===== src/rhpd_pkg.sv =====
// Purpose: constants of the root hub port power descriptor block
// Assumes: 32-bit register port, byte offsets as printed
// Notes: shared by the register bank and the power switch
package rhpd_pkg;
    // =====================================================
    // register offsets
    localparam logic [7:0] RHPD_OFS_DESC_FIRST = 8'h48;
    localparam logic [7:0] RHPD_OFS_DESC_SECOND = 8'h4c;
    localparam logic [7:0] RHPD_OFS_HUB_STATUS = 8'h50;
    // =====================================================
    // first descriptor fields
    localparam int RHPD_POS_NDP_LSB = 0;
    localparam int RHPD_POS_PSM = 8;
    localparam int RHPD_POS_NPS = 9;
    localparam int RHPD_POS_DT = 10;
    localparam int RHPD_POS_OVERCURRENT_REPORT_MODE = 11;
    localparam int RHPD_POS_NOCP = 12;
    localparam int RHPD_POS_POTPGT_LSB = 24;
    // =====================================================
    // second descriptor and hub status fields
    localparam int RHPD_POS_DR_LSB = 0;
    localparam int RHPD_POS_MASK_LSB = 16;
    localparam int RHPD_POS_CLR_GLOBAL = 0;
    localparam int RHPD_POS_SET_GLOBAL = 16;
    // =====================================================
    // reset values
    localparam logic [7:0] RHPD_RST_POTPGT = 8'hff;
    localparam logic RHPD_RST_NPS = 1'b0;
    localparam logic RHPD_RST_PSM = 1'b1;
    localparam logic RHPD_RST_NOCP = 1'b0;
    localparam logic RHPD_RST_OVERCURRENT_REPORT_MODE = RHPD_RST_PSM;
    localparam logic [15:0] RHPD_RST_MASK_BASE = 16'h0002;
    localparam logic [15:0] RHPD_RST_MASK_PORT2 = 16'h0004;
    localparam logic [15:0] RHPD_RST_DR = 16'h0000;
    localparam logic [15:0] RHPD_RSVD_BIT0 = 16'h0001;
    // =====================================================
    // port count limits
    localparam int RHPD_MIN_PORTS = 1;
    localparam int RHPD_MAX_PORTS = 15;
endpackage : rhpd_pkg


===== src/rhpd_pwr_if.sv =====
// Purpose: carries power settings and commands to the port power switch
// Assumes: all signals on i_clk_sys
// Notes: port p sits at vector index p, index 0 unused
`timescale 1ns/1ps
interface rhpd_pwr_if #(parameter int N_PORTS = 2);
    logic no_power_switching;
    logic power_switching_mode;
    logic [N_PORTS:0] port_power_control_mask;
    logic global_set;
    logic global_clr;
    logic [N_PORTS:0] port_set;
    logic [N_PORTS:0] port_clr;
    logic [N_PORTS:0] port_power;
    modport bank (output no_power_switching, output power_switching_mode,
        output port_power_control_mask, output global_set, output global_clr,
        output port_set, output port_clr, input port_power);
    modport sw (input no_power_switching, input power_switching_mode,
        input port_power_control_mask, input global_set, input global_clr,
        input port_set, input port_clr, output port_power);
endinterface : rhpd_pwr_if


===== src/rhpd_port_power.sv =====
// Purpose: per-port power state driven by global and per-port commands
// Assumes: commands are one-cycle pulses on i_clk_sys
// Notes: a set wins over a clear of the same kind, global or per-port, in the same cycle
`timescale 1ns/1ps
module rhpd_port_power #(
    parameter int N_PORTS = 2
) (
    // clock and reset
    input wire logic i_clk_sys,
    input wire logic i_sys_rst,
    input wire logic i_clk_en,
    // settings and commands
    rhpd_pwr_if.sw pwr
);
    import rhpd_pkg::*;

    typedef struct packed {
        logic [N_PORTS:0] power;
    } rhpd_pp_state_t;

    rhpd_pp_state_t state_reg;
    rhpd_pp_state_t state_next;

    always_comb begin
        state_next = state_reg;
        state_next.power[0] = 1'b0;
        for (int p = 1; p <= N_PORTS; p++) begin
            if (pwr.no_power_switching) begin
                state_next.power[p] = 1'b1;
            end else if (!pwr.power_switching_mode || !pwr.port_power_control_mask[p]) begin
                // ganged: only global commands, mask ignored in global mode
                if (pwr.global_set) begin
                    state_next.power[p] = 1'b1;
                end else if (pwr.global_clr) begin
                    state_next.power[p] = 1'b0;
                end
            end else begin
                if (pwr.port_set[p]) begin
                    state_next.power[p] = 1'b1;
                end else if (pwr.port_clr[p]) begin
                    state_next.power[p] = 1'b0;
                end
            end
        end
    end

    always_ff @(posedge i_clk_sys or posedge i_sys_rst) begin
        if (i_sys_rst) begin
            state_reg <= '0;
        end else if (i_clk_en) begin
            state_reg <= state_next;
        end
    end

    assign pwr.port_power = state_reg.power;
endmodule : rhpd_port_power


===== src/rhpd_desc_regs.sv =====
// Purpose: root hub descriptor registers and port power control
// Assumes: single-cycle register strobes from the host bus on i_clk_sys
// Notes: read data is registered, one cycle after the read strobe
`timescale 1ns/1ps
module rhpd_desc_regs #(
    parameter logic [7:0] N_PORTS = 8'd2
) (
    // clock and reset
    input wire logic i_clk_sys,
    input wire logic i_sys_rst,
    input wire logic i_clk_en,
    // register port
    input wire logic [7:0] i_reg_addr,
    input wire logic i_reg_wr,
    input wire logic i_reg_rd,
    input wire logic [31:0] i_reg_wdata,
    output logic [31:0] o_reg_rdata,
    // per-port power commands from the port status logic
    input wire logic [int'(N_PORTS):1] i_port_set_power,
    input wire logic [int'(N_PORTS):1] i_port_clr_power,
    // port power and settings
    output logic [int'(N_PORTS):1] o_port_power,
    output logic o_overcurrent_report_mode,
    output logic o_no_overcurrent_protect,
    output logic [15:0] o_device_removable
);
    import rhpd_pkg::*;

    // =====================================================
    // port count and reset image
    // the reported count stays inside the legal range even for a stray parameter value
    function automatic int legal_count(input int n);
        int res;
        res = n;
        if (n < RHPD_MIN_PORTS) begin
            res = RHPD_MIN_PORTS;
        end else if (n > RHPD_MAX_PORTS) begin
            res = RHPD_MAX_PORTS;
        end
        return res;
    endfunction : legal_count

    localparam int NP = int'(N_PORTS);
    localparam logic [7:0] NDP_VALUE = 8'(legal_count(NP));
    // bit 18 of the second register set for two or more ports
    localparam logic [15:0] MASK_RST = (NP >= 2) ?
        (RHPD_RST_MASK_BASE | RHPD_RST_MASK_PORT2) : RHPD_RST_MASK_BASE;

    // =====================================================
    // register state
    typedef struct packed {
        // first descriptor settings
        logic [7:0] potpgt;
        logic no_overcurrent_protect;
        logic overcurrent_report_mode;
        logic no_power_switching;
        logic power_switching_mode;
        // second descriptor fields
        logic [15:0] port_power_control_mask;
        logic [15:0] device_removable;
        // read data lives in the state so a frozen block keeps its last answer
        logic [31:0] rdata;
    } rhpd_state_t;

    localparam rhpd_state_t RST_STATE = '{
        potpgt: RHPD_RST_POTPGT,
        no_overcurrent_protect: RHPD_RST_NOCP,
        overcurrent_report_mode: RHPD_RST_OVERCURRENT_REPORT_MODE,
        no_power_switching: RHPD_RST_NPS,
        power_switching_mode: RHPD_RST_PSM,
        port_power_control_mask: MASK_RST,
        device_removable: RHPD_RST_DR,
        rdata: 32'h0000_0000
    };

    rhpd_state_t state_reg;
    rhpd_state_t state_next;
    logic [31:0] first_word;
    logic [31:0] second_word;
    logic [31:0] status_word;
    logic [31:0] read_word;
    logic wr_first;
    logic wr_second;
    logic wr_status;
    wire logic [NP:0] mask_vec;
    wire logic [NP:0] set_vec;
    wire logic [NP:0] clr_vec;

    rhpd_pwr_if #(.N_PORTS(NP)) pwr ();

    // =====================================================
    // access decode
    // one address compare per register, shared by writes and commands
    assign wr_first = i_reg_wr && (i_reg_addr == RHPD_OFS_DESC_FIRST);
    assign wr_second = i_reg_wr && (i_reg_addr == RHPD_OFS_DESC_SECOND);
    assign wr_status = i_reg_wr && (i_reg_addr == RHPD_OFS_HUB_STATUS);

    // =====================================================
    // reserved bit 0 of a port field
    // bit 0 always takes its reset value, so no write can reach it
    function automatic logic [15:0] keep_rsvd(input logic [15:0] wval,
        input logic [15:0] rval);
        logic [15:0] res;
        res = (wval & ~RHPD_RSVD_BIT0) | (rval & RHPD_RSVD_BIT0);
        return res;
    endfunction : keep_rsvd

    // =====================================================
    // read views
    always_comb begin
        first_word = 32'h0000_0000;
        first_word[RHPD_POS_POTPGT_LSB +: 8] = state_reg.potpgt;
        first_word[RHPD_POS_NOCP] = state_reg.no_overcurrent_protect;
        first_word[RHPD_POS_OVERCURRENT_REPORT_MODE] = state_reg.overcurrent_report_mode;
        // device type fixed at 0, the root hub is never a compound device
        first_word[RHPD_POS_DT] = 1'b0;
        first_word[RHPD_POS_NPS] = state_reg.no_power_switching;
        first_word[RHPD_POS_PSM] = state_reg.power_switching_mode;
        first_word[RHPD_POS_NDP_LSB +: 8] = NDP_VALUE;
        second_word = {state_reg.port_power_control_mask, state_reg.device_removable};
        // hub status only takes commands, set-global-power reads back 0
        status_word = 32'h0000_0000;
    end

    // =====================================================
    // read select
    always_comb begin
        case (i_reg_addr)
            RHPD_OFS_DESC_FIRST: read_word = first_word;
            RHPD_OFS_DESC_SECOND: read_word = second_word;
            RHPD_OFS_HUB_STATUS: read_word = status_word;
            default: read_word = 32'h0000_0000;
        endcase
    end

    // =====================================================
    // register writes and read capture
    always_comb begin
        state_next = state_reg;
        if (wr_first) begin
            state_next.potpgt = i_reg_wdata[RHPD_POS_POTPGT_LSB +: 8];
            state_next.no_overcurrent_protect = i_reg_wdata[RHPD_POS_NOCP];
            state_next.overcurrent_report_mode = i_reg_wdata[RHPD_POS_OVERCURRENT_REPORT_MODE];
            state_next.no_power_switching = i_reg_wdata[RHPD_POS_NPS];
            state_next.power_switching_mode = i_reg_wdata[RHPD_POS_PSM];
        end
        if (wr_second) begin
            // reserved bit 0 keeps its reset value
            state_next.port_power_control_mask =
                keep_rsvd(i_reg_wdata[RHPD_POS_MASK_LSB +: 16], MASK_RST);
            state_next.device_removable =
                keep_rsvd(i_reg_wdata[RHPD_POS_DR_LSB +: 16], RHPD_RST_DR);
        end
        // a read in the same cycle as a write returns the old contents
        if (i_reg_rd) begin
            state_next.rdata = read_word;
        end
    end

    // =====================================================
    // state register, frozen while the clock enable is low
    always_ff @(posedge i_clk_sys or posedge i_sys_rst) begin
        if (i_sys_rst) begin
            state_reg <= RST_STATE;
        end else if (i_clk_en) begin
            state_reg <= state_next;
        end
    end

    // =====================================================
    // power commands to the switch
    assign pwr.no_power_switching = state_reg.no_power_switching;
    assign pwr.power_switching_mode = state_reg.power_switching_mode;
    // commands are single-cycle, the switch only takes them at an enabled edge
    assign pwr.global_set = wr_status && i_reg_wdata[RHPD_POS_SET_GLOBAL];
    assign pwr.global_clr = wr_status && i_reg_wdata[RHPD_POS_CLR_GLOBAL];

    // =====================================================
    // per-port fan-out, port p at index p, index 0 unused
    assign mask_vec[0] = 1'b0;
    assign set_vec[0] = 1'b0;
    assign clr_vec[0] = 1'b0;
    for (genvar p = 1; p <= NP; p++) begin : g_port
        assign mask_vec[p] = state_reg.port_power_control_mask[p];
        assign set_vec[p] = i_port_set_power[p];
        assign clr_vec[p] = i_port_clr_power[p];
    end
    assign pwr.port_power_control_mask = mask_vec;
    assign pwr.port_set = set_vec;
    assign pwr.port_clr = clr_vec;

    rhpd_port_power #(.N_PORTS(NP)) u_port_power (
        .i_clk_sys(i_clk_sys),
        .i_sys_rst(i_sys_rst),
        .i_clk_en(i_clk_en),
        .pwr(pwr.sw)
    );

    // =====================================================
    // outputs
    // every output comes straight from a flip-flop
    assign o_reg_rdata = state_reg.rdata;
    assign o_port_power = pwr.port_power[NP:1];
    assign o_overcurrent_report_mode = state_reg.overcurrent_report_mode;
    assign o_no_overcurrent_protect = state_reg.no_overcurrent_protect;
    assign o_device_removable = state_reg.device_removable;
endmodule : rhpd_desc_regs


===== config.mk =====
export PLATFORM = sky130hd
export DESIGN_NAME = rhpd_desc_regs
export DESIGN_NICKNAME = d
export VERILOG_FILES = /design/src/rhpd_pkg.sv /design/src/rhpd_pwr_if.sv /design/src/rhpd_port_power.sv /design/src/rhpd_desc_regs.sv
export SDC_FILE = /design/constraint.sdc
export NUM_CORES = 1
export LEC_CHECK = 0
export BUFFER_PORTS_ARGS = -buffer_cell sky130_fd_sc_hd__buf_2
export CORE_ASPECT_RATIO = 0.6
export CORE_MARGIN = 1.5
export CORE_UTILIZATION = 35
export CTS_BUF_LIST = sky130_fd_sc_hd__clkbuf_16
export DETAILED_ROUTE_END_ITERATION = 6
export GPL_TIMING_DRIVEN = 0
export SYNTH_ARGS = -nofsm -noshare
export SYNTH_HDL_FRONTEND = slang
export SYNTH_SLANG_ARGS = --single-unit

===== constraint.sdc =====
create_clock -name i_clk_sys -period 2.15 [get_ports i_clk_sys]
set_input_delay 0.1075 -clock i_clk_sys [delete_from_list [all_inputs] [get_ports i_clk_sys]]
set_output_delay 0.1075 -clock i_clk_sys [all_outputs]
set_load 0.02 [all_outputs]

==> qor.csv <==
metric;value;unit
grt_overflow_total;0;
yosysSeqAreaShare;55.96;%
grt_max_degree;48;
finalCriticalPeriod;1.732;ns
finalMaxSlewViolations;0;
r2r.worst_path.cells;4;
setup_viol_count_final;0;
finalSetupTns;0;ns
vias_per_cell;4.556;
yosys-top-cells-count;62 x dfrtp_1, 30 x mux2_4, 18 x buf_4;
hpwlAfterDp;5224;um
clock_skew;0.003237;ns
worstReg2RegEnd;u_port_power.pwr.port_power[1]$_DFFE_PP0P_;
coreArea;0.009223;mm^2
antenna_found_initial;0;
die_w;129.0;um
crit_family;simple AND/OR/NAND/NOR gates;
multiInputGateArea;0.001227;mm^2
power.total;0.003089;W
status;finished, final reports clean;
track_usage;15.13;%
synth-async-reset-ratio;100.0;%
cp.depth;6;
clock_path_buffers;2;
synth_top_area_share;46.51;%
drt-total-wl;7363;um
grt_pass1_wl;11380;um
cpMaxStageDelayCell;or4b_4;
startpoint_type;input port;
ys_types;39;
cpPeakStageDelay;0.56;ns
grt_pass1_vias;2140;
max_freq;577.2;MHz
p_leak;2.266;nW
worst_slew_pin_slew;0.8411;ns
dieArea;0.01014;mm^2
cts_tree;built;
yosysMostFrequentCell;dfrtp_1;
ys.flop_type;dfrtp_1;
row_count;27;
place_congestion;0.8190;
arrival;1.95;ns
end_kind;flop;
power_density;708.9;mW/mm^2
cts_htree_levels;3;
wl_per_cell;15.15;um
maxSlewHeadroom;43.93;%
diodes;0;
initial_core_util;36.17;%
synth_edf_count;0;
drtIter0Drc;91;
drt_first_pass_iters;4;
final_layout_size_suffix_gt1_share;55.06;%
min_from;i_reg_wdata[18];
area_delta_synth_final;30.65;%
min_to;mask_vec[2]$_DFFE_PP1P_;
ir_drop;0.0004048;V
cts_root_buf;clkbuf_16;
ant_nets;0;
regArea;0.001867;mm^2
dpl-instance-area;0.004011;mm^2
clk_pin_slew;0.05;ns
drc;0;
ys.warnings.count;0;
path_buf_inv;2;
critPathKind;in2reg;
post_cts_buffers;0;
cp_max_fo;10;
syn_inst;236;
rsz0062_at_grt;false;
n_fill_cell;857;
numCtsBuffers;9;
maxCapViolations;0;
synth_area;0.003336;mm^2
fin_area;0.004358;mm^2
finalCritPeriodShare;80.58;%
clk_latency;0.33;ns
die-height;78.62;um
syn_avg_cell_area;14.13;um^2
ys_top_cells_by_area;dfrtp_1 47%, mux2_4 14%, dfstp_2 9.5%, a22o_1 4.5%, buf_4 4.1%;
synth_area_leader_cell;dfrtp_1;
layout.nets;400;
crit_required;2.36;ns
numPortBuffers;95;
hold_depth;2;
ys_seq_elements;74;
utilization;47.25;%
hold_path_class;in2reg;
path_cells;buf_2 -> or4b_4 -> nor4b_4 -> and4b_4 -> buf_6 -> mux2_2;
hold_viol;0;
vias;2214;
r2r_slack;0.85;ns
cts_sinks;74;
reg2reg_from;pwr.power_switching_mode$_DFFE_PP1P_;
io_pins;101;
[routing by layer]
| metal | wire length (um) | track usage (%) | part of all wire, % | vias to the layer above |
|---|---|---|---|---|
| li1 | - | - | - | 1057 |
| met1 | 3623 | 20.94 | 49 | 1070 |
| met2 | 3072 | 21.07 | 42 | 77 |
| met3 | 585 | 6.612 | 7.9 | 10 |
| met4 | 81 | 4.719 | 1.1 | 0 |
| met5 | 0 | 0 | 0 | - |
[metrics by stage]
stage	worst slack, ns	hold slack, ns	instances
after detailed placement	0.08976	0.1222	464
after floorplan	0.1807	0.2439	238
after CTS	0.4394	0.0004249	485
after global placement	-0.7666	0.3428	463
after global routing	0.4047	0.001765	486
final	0.4176	0.01101	486
[worst max path at each step]
stage	from	endpoint	slack, ns
final	i_reg_addr[7]	pwr.no_power_switching$_DFFE_PP0P_	0.42
after global routing	i_reg_addr[7]	pwr.no_power_switching$_DFFE_PP0P_	0.40
after CTS	i_reg_addr[7]	pwr.no_power_switching$_DFFE_PP0P_	0.44
after detailed placement	i_reg_addr[7]	pwr.no_power_switching$_DFFE_PP0P_	0.09
after global placement	i_sys_rst	o_no_overcurrent_protect$_DFFE_PP0P_	-0.77
after floorplan	i_sys_rst	o_device_removable[10]$_DFFE_PP0P_	0.18
[repair_timing]
action	in CTS	in global routing
gates resized for setup	0	0
hold endpoints to repair	28	1
hold buffers	5	1
[worst register-to-register path: stages (launching register included)]
cell and delay [ns]:
dfstp_2 0.57, and2_1 0.21, o21ai_0 0.11, o311a_1 0.14, a211oi_2 0.19
[placed cells by master (no fill, tap or decap), types with 6 or more instances in the layout]
cell,count
buf_2,99
nand2_1,15
mux2_2,11
dfrtp_1,62
o21ai_0,14
dfstp_2,12
mux2_4,30
mux2i_1,12
buf_4,18
clkbuf_16,9
a22o_1,17
dlygate4sd3_1,6
[sequential cells by signal (all words and copies together) (netlist names)]
register	flops
first_word	8
o_overcurrent_report_mode	1
o_reg_rdata	30
mask_vec	2
o_no_overcurrent_protect	1
o_device_removable	15
pwr.power_switching_mode	1
pwr.no_power_switching	1
second_word	13
u_port_power.pwr.port_power	2
[logic make-up after synthesis]
logic type	synth area share, %
buffers and inverters	7.464
AOI/OAI and AO/OA	8.327
and+or+nand+nor	6.976
DFF	55.96
other	0.1124
muxes	21.16
[power breakdown]
group	leakage [nW]	internal [W]	switching, W	total (W)
logic	1.13	0.000107	0.000111	0.000217
registers	0.987	0.00142	0.0000163	0.00144
clock network	0.148	0.000884	0.000550	0.00143
total	2.27	0.00241	0.000676	0.00309
[final cells by class]
cell class	count	area share, %
plain buffers	31	5.627
flip-flops and latches	74	42.84
clock inverters	7	1.407
well taps	130	3.732
clock buffers	9	5.168
multi-input cells	132	28.17
repair buffers	102	12.92
inverters	1	0.1436
Power figures use the tool's default switching activity.
